`src/pio_pkg.sv`:
```
package pio_pkg;

  // ------------------------------------------------------------
  // port widths
  // ------------------------------------------------------------
  localparam int PIO_WIDE_W   = 8;
  localparam int PIO_NARROW_W = 3;

  // ------------------------------------------------------------
  // register offsets within one port (address bits [1:0])
  // ------------------------------------------------------------
  localparam logic [1:0] PIO_OFF_LEVEL = 2'h0;
  localparam logic [1:0] PIO_OFF_OUT   = 2'h1;
  localparam logic [1:0] PIO_OFF_DIR   = 2'h2;
  localparam logic [1:0] PIO_OFF_DRIVE = 2'h3;

  // ------------------------------------------------------------
  // port select (address bits [4:2]) and readback-only sources
  // ------------------------------------------------------------
  localparam logic [2:0] PIO_PORT_FIRST  = 3'h0;
  localparam logic [2:0] PIO_PORT_SECOND = 3'h1;
  localparam logic [2:0] PIO_PORT_THIRD  = 3'h2;
  localparam logic [2:0] PIO_MCELL_FIRST = 3'h3;
  localparam logic [2:0] PIO_MCELL_SECND = 3'h4;
  localparam logic [2:0] PIO_INMC_FIRST  = 3'h5;
  localparam logic [2:0] PIO_INMC_SECND  = 3'h6;

  // ------------------------------------------------------------
  // reset values
  // ------------------------------------------------------------
  localparam logic [7:0] PIO_RST_OUT   = 8'h00;
  localparam logic [7:0] PIO_RST_DIR   = 8'h00;
  localparam logic [7:0] PIO_RST_DRIVE = 8'h00;

  // ------------------------------------------------------------
  // pin source select and input macrocell mode encodings
  // ------------------------------------------------------------
  localparam logic [1:0] PIO_SRC_HOST   = 2'h0;
  localparam logic [1:0] PIO_SRC_MCELL  = 2'h1;
  localparam logic [1:0] PIO_SRC_EXTSEL = 2'h2;
  localparam logic [1:0] PIO_SRC_JTAG   = 2'h3;

  localparam logic [1:0] PIO_IMC_DIRECT = 2'h0;
  localparam logic [1:0] PIO_IMC_LATCH  = 2'h1;
  localparam logic [1:0] PIO_IMC_REG    = 2'h2;

  // first open-drain capable bit of the first port
  localparam int PIO_OD_LOW_FIRST = 4;

endpackage : pio_pkg

```
`src/pio_input_macrocell.sv`:
```
`timescale 1ns/1ns
module pio_input_macrocell
  import pio_pkg::*;
#(
  parameter int W = 8
) (
  input  wire logic         ref_clk,
  input  wire logic         rstn,
  input  wire logic [W-1:0] pin_level,
  input  wire logic [1:0]   mode,
  input  wire logic         clk_pt_low,
  input  wire logic         clk_pt_high,
  output logic      [W-1:0] cell_out
);

  // ------------------------------------------------------------
  // per-bit register / latch / direct input cell
  // ------------------------------------------------------------
  logic [W-1:0] held_reg;
  logic [W-1:0] pt_prev_reg;

  genvar i;
  generate
    for (i = 0; i < W; i++) begin : g_cell
      logic pt;
      // one product term serves each half of the port
      assign pt = (i < W/2) ? clk_pt_low : clk_pt_high;

      // register on the product-term rising edge, latch while high
      always_ff @(posedge ref_clk or negedge rstn) begin
        if (!rstn) begin
          held_reg[i]    <= 1'b0;
          pt_prev_reg[i] <= 1'b0;
        end else begin
          pt_prev_reg[i] <= pt;
          if (mode == PIO_IMC_REG && pt && !pt_prev_reg[i]) begin
            held_reg[i] <= pin_level[i];
          end else if (mode == PIO_IMC_LATCH && pt) begin
            held_reg[i] <= pin_level[i];
          end
        end
      end

      // latch is transparent, so pass the pin while the term is high
      always_comb begin
        if (mode == PIO_IMC_DIRECT || (mode == PIO_IMC_LATCH && pt)) begin
          cell_out[i] = pin_level[i];
        end else begin
          cell_out[i] = held_reg[i];
        end
      end
    end
  endgenerate

endmodule : pio_input_macrocell

```
`src/pio_ports.sv`:
```
`timescale 1ns/1ns
// Overview of operation
// (RULE_01) three ports: two eight-bit, one three-bit, each pin configured alone
// (RULE_02) per-pin output mux: data-out bit, macrocell output, or external select
// (RULE_03) readback buffer drives one selected source onto the data bus per read
// (RULE_04) driver enable is enable product term OR direction bit
// (RULE_05) with no enable term and no logic output, direction alone drives enable
// (RULE_06) eight-bit port pins have register/latch/direct input cells, readable by host
// (RULE_07) first group to first port, second to second, selects to three-bit port
// (RULE_08) three-bit port inputs go straight to logic; wide ports via input cells
// (RULE_09) jtag pins only on second port, muxed with its other functions
// (RULE_10) host mode: output pin follows data-out; input pin readable via data-in
// (RULE_11) logic output tri-stated when enable term inactive and direction bit zero
// (RULE_12) host never sets direction one on a pin used as logic input
// (RULE_13) bit n controls pin n; all configuration bits reset to zero
// (RULE_14) data-in read returns the actual pin level at any time
// (RULE_15) data-out always read/writable; reaches pin only when logic not driving
// (RULE_16) direction one is output, zero is input; all inputs after reset
// (RULE_17) readback covers data-out, macrocells, direction and pin inputs
// (RULE_18) third port implements only the three low direction bits
// (RULE_19) drive-select one gives open drain where offered, else push-pull
// (RULE_20) writes taken from low data byte on trailing edge of write strobe
module pio_ports
  import pio_pkg::*;
#(
  parameter int WW = PIO_WIDE_W,
  parameter int NW = PIO_NARROW_W
) (
  input  wire logic          ref_clk,
  input  wire logic          rstn,

  // host parallel bus
  input  wire logic          sel_n,
  input  wire logic          wr_n,
  input  wire logic          rd_n,
  input  wire logic [4:0]    addr,
  input  wire logic [7:0]    wdata,
  output logic      [7:0]    rdata,
  output logic               rdata_oe,

  // static pin configuration
  input  wire logic [2*WW-1:0] src_first,
  input  wire logic [2*WW-1:0] src_second,
  input  wire logic [2*NW-1:0] src_third,
  input  wire logic [WW-1:0] oe_term_def_first,
  input  wire logic [WW-1:0] oe_term_def_second,
  input  wire logic [NW-1:0] oe_term_def_third,
  input  wire logic [1:0]    imc_mode_first,
  input  wire logic [1:0]    imc_mode_second,

  // logic array side
  input  wire logic [WW-1:0] macrocell_group_first,
  input  wire logic [WW-1:0] macrocell_group_second,
  input  wire logic [NW-1:0] external_select_outputs,
  input  wire logic [WW-1:0] oe_term_first,
  input  wire logic [WW-1:0] oe_term_second,
  input  wire logic [NW-1:0] oe_term_third,
  input  wire logic [1:0]    imc_clk_pt_first,
  input  wire logic [1:0]    imc_clk_pt_second,
  input  wire logic [WW-1:0] jtag_out,
  input  wire logic [WW-1:0] jtag_oe,
  output logic      [WW-1:0] logic_in_first,
  output logic      [WW-1:0] logic_in_second,
  output logic      [NW-1:0] logic_in_third,

  // pins
  input  wire logic [WW-1:0] pin_in_first,
  input  wire logic [WW-1:0] pin_in_second,
  input  wire logic [NW-1:0] pin_in_third,
  output logic      [WW-1:0] pin_out_first,
  output logic      [WW-1:0] pin_out_second,
  output logic      [NW-1:0] pin_out_third,
  output logic      [WW-1:0] pin_oe_first,
  output logic      [WW-1:0] pin_oe_second,
  output logic      [NW-1:0] pin_oe_third,
  output logic      [WW-1:0] slew_fast
);

  // ------------------------------------------------------------
  // configuration registers
  // ------------------------------------------------------------
  // (RULE_01) two wide ports, one narrow
  logic [WW-1:0] out_first_reg, out_second_reg, dir_first_reg, dir_second_reg;
  logic [WW-1:0] drv_first_reg, drv_second_reg;
  logic [NW-1:0] out_third_reg, dir_third_reg, drv_third_reg;
  logic          wr_prev_reg;
  logic          wr_trail;
  logic [WW-1:0] imc_first, imc_second;

  // (RULE_20) trailing edge capture
  assign wr_trail = !wr_prev_reg && wr_n && !sel_n;

  // last sampled write strobe, idles high
  always_ff @(posedge ref_clk or negedge rstn) begin
    if (!rstn) begin
      wr_prev_reg <= 1'b1;
    end else begin
      wr_prev_reg <= wr_n;
    end
  end

  // (RULE_13) reset to zero
  // (RULE_16) inputs after reset
  always_ff @(posedge ref_clk or negedge rstn) begin
    if (!rstn) begin
      out_first_reg  <= PIO_RST_OUT[WW-1:0];
      out_second_reg <= PIO_RST_OUT[WW-1:0];
      out_third_reg  <= PIO_RST_OUT[NW-1:0];
      dir_first_reg  <= PIO_RST_DIR[WW-1:0];
      dir_second_reg <= PIO_RST_DIR[WW-1:0];
      dir_third_reg  <= PIO_RST_DIR[NW-1:0];
      drv_first_reg  <= PIO_RST_DRIVE[WW-1:0];
      drv_second_reg <= PIO_RST_DRIVE[WW-1:0];
      drv_third_reg  <= PIO_RST_DRIVE[NW-1:0];
    end else if (wr_trail) begin
      // (RULE_18) narrow port keeps low bits only
      if (addr[4:2] == PIO_PORT_FIRST) begin
        if (addr[1:0] == PIO_OFF_OUT) begin
          out_first_reg <= wdata[WW-1:0];
        end else if (addr[1:0] == PIO_OFF_DIR) begin
          dir_first_reg <= wdata[WW-1:0];
        end else if (addr[1:0] == PIO_OFF_DRIVE) begin
          drv_first_reg <= wdata[WW-1:0];
        end
      end else if (addr[4:2] == PIO_PORT_SECOND) begin
        if (addr[1:0] == PIO_OFF_OUT) begin
          out_second_reg <= wdata[WW-1:0];
        end else if (addr[1:0] == PIO_OFF_DIR) begin
          dir_second_reg <= wdata[WW-1:0];
        end else if (addr[1:0] == PIO_OFF_DRIVE) begin
          drv_second_reg <= wdata[WW-1:0];
        end
      end else if (addr[4:2] == PIO_PORT_THIRD) begin
        if (addr[1:0] == PIO_OFF_OUT) begin
          out_third_reg <= wdata[NW-1:0];
        end else if (addr[1:0] == PIO_OFF_DIR) begin
          dir_third_reg <= wdata[NW-1:0];
        end else if (addr[1:0] == PIO_OFF_DRIVE) begin
          drv_third_reg <= wdata[NW-1:0];
        end
      end
    end
  end

  // ------------------------------------------------------------
  // input macrocells on the wide ports
  // ------------------------------------------------------------
  // (RULE_06) wide port input cells
  pio_input_macrocell #(.W(WW)) u_imc_first (
    .ref_clk     (ref_clk),
    .rstn        (rstn),
    .pin_level   (pin_in_first),
    .mode        (imc_mode_first),
    .clk_pt_low  (imc_clk_pt_first[0]),
    .clk_pt_high (imc_clk_pt_first[1]),
    .cell_out    (imc_first)
  );

  pio_input_macrocell #(.W(WW)) u_imc_second (
    .ref_clk     (ref_clk),
    .rstn        (rstn),
    .pin_level   (pin_in_second),
    .mode        (imc_mode_second),
    .clk_pt_low  (imc_clk_pt_second[0]),
    .clk_pt_high (imc_clk_pt_second[1]),
    .cell_out    (imc_second)
  );

  // (RULE_08) logic inputs, narrow port registered cell-free path
  always_ff @(posedge ref_clk or negedge rstn) begin
    if (!rstn) begin
      logic_in_first  <= '0;
      logic_in_second <= '0;
      logic_in_third  <= '0;
    end else begin
      logic_in_first  <= imc_first;
      logic_in_second <= imc_second;
      logic_in_third  <= pin_in_third;
    end
  end

  // ------------------------------------------------------------
  // pin output mux and driver enable, wide ports
  // ------------------------------------------------------------
  // one mux per pin
  genvar i;
  generate
    for (i = 0; i < WW; i++) begin : g_wide
      // per-pin source and enable
      logic [1:0] s1, s2;
      logic       od1, od2;
      logic       v1, v2;
      logic       e1, e2;

      assign s1 = src_first[2*i+1:2*i];
      assign s2 = src_second[2*i+1:2*i];

      // (RULE_19) open drain only on upper half of first port, all of second
      assign od1 = (i >= PIO_OD_LOW_FIRST) && drv_first_reg[i];
      assign od2 = drv_second_reg[i];

      // (RULE_02) source select
      // (RULE_07) first group only to first port
      // (RULE_10) host mode follows data-out
      // (RULE_15) logic overrides data-out
      always_comb begin
        v1 = (s1 == PIO_SRC_MCELL) ? macrocell_group_first[i] : out_first_reg[i];
        e1 = dir_first_reg[i];

        // (RULE_04) enable term or direction
        // (RULE_05) direction alone when no term
        // (RULE_11) logic output tri-state
        if (oe_term_def_first[i] || s1 == PIO_SRC_MCELL) begin
          e1 = dir_first_reg[i] || (oe_term_def_first[i] && oe_term_first[i]);
        end
        if (s1 == PIO_SRC_MCELL && !dir_first_reg[i] && !oe_term_first[i]) begin
          e1 = 1'b0;
        end

        // (RULE_09) jtag muxed onto second port only
        if (s2 == PIO_SRC_JTAG) begin
          v2 = jtag_out[i];
          e2 = jtag_oe[i];
        end else begin
          v2 = (s2 == PIO_SRC_MCELL) ? macrocell_group_second[i] : out_second_reg[i];
          e2 = dir_second_reg[i] || (oe_term_def_second[i] && oe_term_second[i]);
        end
      end

      // open drain drives low only
      always_ff @(posedge ref_clk or negedge rstn) begin
        if (!rstn) begin
          pin_out_first[i]  <= 1'b0;
          pin_oe_first[i]   <= 1'b0;
          pin_out_second[i] <= 1'b0;
          pin_oe_second[i]  <= 1'b0;
        end else begin
          pin_out_first[i]  <= od1 ? 1'b0 : v1;
          pin_oe_first[i]   <= e1 && !(od1 && v1);
          pin_out_second[i] <= od2 ? 1'b0 : v2;
          pin_oe_second[i]  <= e2 && !(od2 && v2);
        end
      end
    end

    // ------------------------------------------------------------
    // narrow port: host data or external selects
    // ------------------------------------------------------------
    for (i = 0; i < NW; i++) begin : g_narrow
      logic [1:0] s3;
      logic       v3;

      assign s3 = src_third[2*i+1:2*i];

      // (RULE_07) selects only to narrow port
      assign v3 = (s3 == PIO_SRC_EXTSEL) ? external_select_outputs[i] : out_third_reg[i];

      always_ff @(posedge ref_clk or negedge rstn) begin
        if (!rstn) begin
          pin_out_third[i] <= 1'b0;
          pin_oe_third[i]  <= 1'b0;
        end else begin
          pin_out_third[i] <= v3;
          // (RULE_04) enable or
          pin_oe_third[i]  <= dir_third_reg[i] || (oe_term_def_third[i] && oe_term_third[i]);
        end
      end
    end
  endgenerate

  // slew control: low half of first port, all three bits of narrow port
  always_ff @(posedge ref_clk or negedge rstn) begin
    if (!rstn) begin
      slew_fast <= '0;
    end else begin
      slew_fast <= {{(WW-NW-PIO_OD_LOW_FIRST){1'b0}}, drv_third_reg,
                    drv_first_reg[PIO_OD_LOW_FIRST-1:0]};
    end
  end

  // ------------------------------------------------------------
  // readback buffer
  // ------------------------------------------------------------
  logic [7:0] rd_next;

  // (RULE_03) exactly one source
  // (RULE_14) live pin level
  // (RULE_17) all sources readable
  always_comb begin
    rd_next = 8'h00;
    if (addr[4:2] == PIO_PORT_FIRST) begin
      // first port registers
      if (addr[1:0] == PIO_OFF_LEVEL) begin
        rd_next[WW-1:0] = pin_in_first;
      end else if (addr[1:0] == PIO_OFF_OUT) begin
        rd_next[WW-1:0] = out_first_reg;
      end else if (addr[1:0] == PIO_OFF_DIR) begin
        rd_next[WW-1:0] = dir_first_reg;
      end else begin
        rd_next[WW-1:0] = drv_first_reg;
      end
    end else if (addr[4:2] == PIO_PORT_SECOND) begin
      // second port registers
      if (addr[1:0] == PIO_OFF_LEVEL) begin
        rd_next[WW-1:0] = pin_in_second;
      end else if (addr[1:0] == PIO_OFF_OUT) begin
        rd_next[WW-1:0] = out_second_reg;
      end else if (addr[1:0] == PIO_OFF_DIR) begin
        rd_next[WW-1:0] = dir_second_reg;
      end else begin
        rd_next[WW-1:0] = drv_second_reg;
      end
    end else if (addr[4:2] == PIO_PORT_THIRD) begin
      // narrow port, upper bits read zero
      if (addr[1:0] == PIO_OFF_LEVEL) begin
        rd_next[NW-1:0] = pin_in_third;
      end else if (addr[1:0] == PIO_OFF_OUT) begin
        rd_next[NW-1:0] = out_third_reg;
      end else if (addr[1:0] == PIO_OFF_DIR) begin
        rd_next[NW-1:0] = dir_third_reg;
      end else begin
        rd_next[NW-1:0] = drv_third_reg;
      end
    end else if (addr[4:2] == PIO_MCELL_FIRST) begin
      rd_next[WW-1:0] = macrocell_group_first;
    end else if (addr[4:2] == PIO_MCELL_SECND) begin
      rd_next[WW-1:0] = macrocell_group_second;
    end else if (addr[4:2] == PIO_INMC_FIRST) begin
      rd_next[WW-1:0] = imc_first;
    end else if (addr[4:2] == PIO_INMC_SECND) begin
      rd_next[WW-1:0] = imc_second;
    end
  end

  // bus released whenever the read strobe is idle
  always_ff @(posedge ref_clk or negedge rstn) begin
    if (!rstn) begin
      rdata    <= 8'h00;
      rdata_oe <= 1'b0;
    end else begin
      rdata    <= (!sel_n && !rd_n) ? rd_next : 8'h00;
      rdata_oe <= !sel_n && !rd_n;
    end
  end

endmodule : pio_ports

```
`config.mk`:
```
export PLATFORM = sky130hd
export DESIGN_NAME = pio_ports
export DESIGN_NICKNAME = d
export VERILOG_FILES = /design/src/pio_pkg.sv /design/src/pio_input_macrocell.sv /design/src/pio_ports.sv
export SDC_FILE = /design/constraint.sdc
export NUM_CORES = 1
export LEC_CHECK = 0
export ABC_CLOCK_PERIOD_IN_PS = 4200
export BUFFER_PORTS_ARGS = -buffer_cell sky130_fd_sc_hd__buf_2
export CAP_MARGIN = 20
export CORE_ASPECT_RATIO = 1.2
export CORE_MARGIN = 2
export CORE_UTILIZATION = 25
export CTS_CLUSTER_DIAMETER = 100
export DETAILED_ROUTE_END_ITERATION = 8
export MAX_ROUTING_LAYER = met4
export PLACE_DENSITY_LB_ADDON = 0.25
export SYNTH_ARGS = -nofsm -noshare
export SYNTH_HDL_FRONTEND = slang
export SYNTH_SLANG_ARGS = --single-unit
```
`constraint.sdc`:
```
create_clock -name ref_clk -period 4.2 [get_ports ref_clk]
set_clock_uncertainty 0.2 [all_clocks]
set_input_delay 0.21 -clock ref_clk [delete_from_list [all_inputs] [get_ports ref_clk]]
set_output_delay 0.21 -clock ref_clk [all_outputs]
set_load 0.05 [all_outputs]
```
==> results.yml <==
yosys:
  ys_async_sr_fraction_pct: 100
  synth_area_mm2: 0.00692
  syn-num-nets: 755
  ys.flop_type: "dfrtp_1"
  synth_edf_count: 0
  ys.warnings.count: 0
  synthCells: 595
  synth_cell_types: 46
  yosysSeqAreaShare_pct: 54.6
  postSynthAreaPerCell_um2: 11.6
  synth-seq-cells: 151
min_path:
  min_delay_path_depth: 3
  worstHoldStart: "sel_n"
  min_to: "rdata[2]"
  hold_class: "input port to flop"
critical_path:
  path_cells: "dlygate4sd3_1, buf_2, nand2_1, nor2_1, dlygate4sd3_1, a221oi_1, dlygate4sd3_1"
  cpMostUsedCell: "dlygate4sd3_1"
  r2r_slack_ns: 2.12
  crit_path_start_kind: "input port"
  crit_fanout: 3
  reg2reg_from: "wr_prev_reg"
  r2r_end: "drv_second_reg[3]"
  cp_data_arrival_time_ns: 2.37
  worst_setup_path_end_kind: "flop"
  slowest_stage: "dlygate4sd3_1"
  critical_path_class: "input port to flop"
  max_stage_delay_ns: 0.58
  reg2reg_depth: 4
  worstPathRequired_ns: 4.37
flow_run:
  drv_cap: 0
cells_and_area:
  antenna_cells: 0
  drive_gt1_share_pct: 39.6
  final_nets: 1096
  layout_commonest_cell: "buf_2"
  final_cell_mix: "227 x buf_2, 150 x dfrtp_1, 111 x dlygate4sd3_1"
  nFillCells: 2671
  fin_util_pct: 37.6
  finalNonFillerCells: 1288
  multi_input_area_mm2: 0.00301
  areaGrowthSynthToFinish_pct: 47.7
  regArea_mm2: 0.00378
floorplan:
  rows: 66
  fp.dieH_um: 186
  coreArea_mm2: 0.0272
  die_area_mm2: 0.0290
  die_x_um: 156
  start_util_pct: 25.5
  ios: 230
place:
  portBuffers: 228
  dp_hpwl_mm: 17.5
  dp.cells: 1146
  gp_congestion: 0.804
clocking:
  tritoncts: "yes"
  clock_sink_count: 151
  clk_pin_slew_worst_paths_ns: 0.06
  clock_path_buffers: 2
  cts_max_level: 4
  cts_root_buf: "clkbuf_16"
  cts_resized: 0
  clock_latency_ns: 0.44
  cts_made_buffers: 17
grt:
  grt_use_met2_pct: 28.2
  grt_usage_pct: 17.1
  grt_max_degree: 86
  grt_pass1_vias: 6156
  overflow: 0
  grt_pass1_wl_mm: 35.8
  met3_usage_pct: 2.90
  grtUsageMet1_pct: 21.4
  grt.busiest_layer: "met2"
  antenna_found_initial: 0
power_and_ir_drop:
  power.share.clock_pct: 40.8
  p_leak_nw: 5.02
  ir_worst_vdd_v: 0.000270
  switching_share_pct: 29.0
  powerDensity_mw_per_mm2: 416
  p_sw_mw: 1.23
  combPwrFrac_pct: 20.1
  p_int_mw: 3.02
  seq_power_share_pct: 39.0
timing:
  finalSetupTns_ns: 0
  hold_viol: 0
  rsz0062_at_grt: "no"
  finalMaxSlewViolations: 0
  worst_slew_pin_slew_ns: 0.837
  max_slew_margin_pct: 44.2
  min_period_ns: 2.20
  finalSetupViolCount: 0
  max_freq_mhz: 454
  finalCritPeriodShare_pct: 52.4
detailed_routing:
  drt_pass1_iterations: 4
  routed_via_density: 4.62
  drc: 0
  wl_mm: 23.6
  dr_total_vias: 5946
  initialDrtViolationCount: 366
  avgRoutedWirePerCell_um: 18.3
  ant_nets: 0
outcome:
  status: "finished clean"
==> what timing repair did <==
action / 4_1_cts / 5_1_grt
hold buffers: 111 / 0
buffers inserted: 0 / 0
endpoints found under the hold margin: 211 / 0
endpoints found under the setup margin: 0 / 0
==> critical path, delay by kind of cell <==
| kind | cells | cell delay (ns) |
|---|---|---|
| compound gates | 1 | 0.20 |
| buf+inv | 4 | 1.84 |
| simple gates | 2 | 0.12 |
==> cells in the mapped netlist, types with 2 or more instances <==
master    number  area share (%)
o21ai_0       32             2.3
a31oi_1        6            0.54
a311oi_1       5            0.63
a21oi_1       36             2.6
nor2b_1       35             3.2
a22oi_1        2            0.22
clkbuf_1      16            0.87
or2_2          2            0.18
a21o_1         7            0.76
o311ai_0       4            0.51
nand2_1       44             2.4
a221oi_1       8             1.0
mux2_2       100              16
o211ai_1      20             2.2
ha_1           4            0.72
nand2b_1      11            0.99
nand3_1        4            0.29
buf_2          3            0.22
inv_1         10            0.54
and3_1         5            0.45
dfrtp_1      150              54
nor2_1        38             2.1
a211oi_1       9            0.98
mux2i_1       19             2.7
nand2_2        3            0.27
o21a_1         2            0.22
==> worst max-delay path by stage <==
| stage | from | to | slack (ns) |
|---|---|---|---|
| 2_1_floorplan | addr[0] | dir_second_reg[0] | 2.27 |
| 3_3_place_gp | addr[0] | rdata[2] | 1.92 |
| 3_5_place_dp | addr[2] | rdata[2] | 1.87 |
| 4_1_cts | wr_n | drv_second_reg[7] | 2.05 |
| 5_1_grt | src_second[0] | pin_oe_second[0] | 1.89 |
| 6_report | src_second[0] | pin_oe_second[0] | 2.00 |
==> cell type report <==
type                       count  area share, %
clock inverter                11           1.92
multi-input combinational    412           29.5
clock buffer                  20           4.57
sequential                   151           37.0
inverter                      11          0.404
tap                          340           4.16
timing repair buffer         343           22.5
==> power groups by stage <==
stage	clock network, mW	logic [mW]	registers [mW]
floorplan	0	0.246	1.91
global placement	0	0.760	1.69
detailed placement	0	0.763	1.69
CTS	1.77	0.862	1.66
global route	1.83	0.924	1.68
finish	1.74	0.856	1.66
==> metal layers <==
layer,vias up,part of all wire [%]
met5,-,0
met4,0,2.1
met3,27,3.4
met2,146,51
met1,2946,44
li1,2827,-
==> through the flow <==
stage                     setup slack, ns  instance area [um2]  hold slack, ns  total power, mW
after floorplan                      2.27                 6920          -0.286             2.16
after global placement               1.92                 8450           0.139             2.45
after detailed placement             1.87                 8450           0.136             2.45
after CTS                            2.05                10200         0.00747             4.30
after global routing                 1.89                10200          0.0107             4.43
final                                2.00                10200          0.0153             4.26
==> cells by family after synthesis <==
| logic type | after synthesis | share of synthesized area, % |
|---|---|---|
| flip-flops | 151 | 54.6 |
| AND/OR/NAND/NOR | 150 | 10.9 |
| AO/OA/AOI/OAI | 137 | 12.7 |
| multiplexers | 120 | 19.2 |
| buffers and inverters | 32 | 1.84 |
| adder cells (fa/ha/maj) | 4 | 0.723 |
| other | 1 | 0.0542 |
Power figures use the tool's default switching activity.
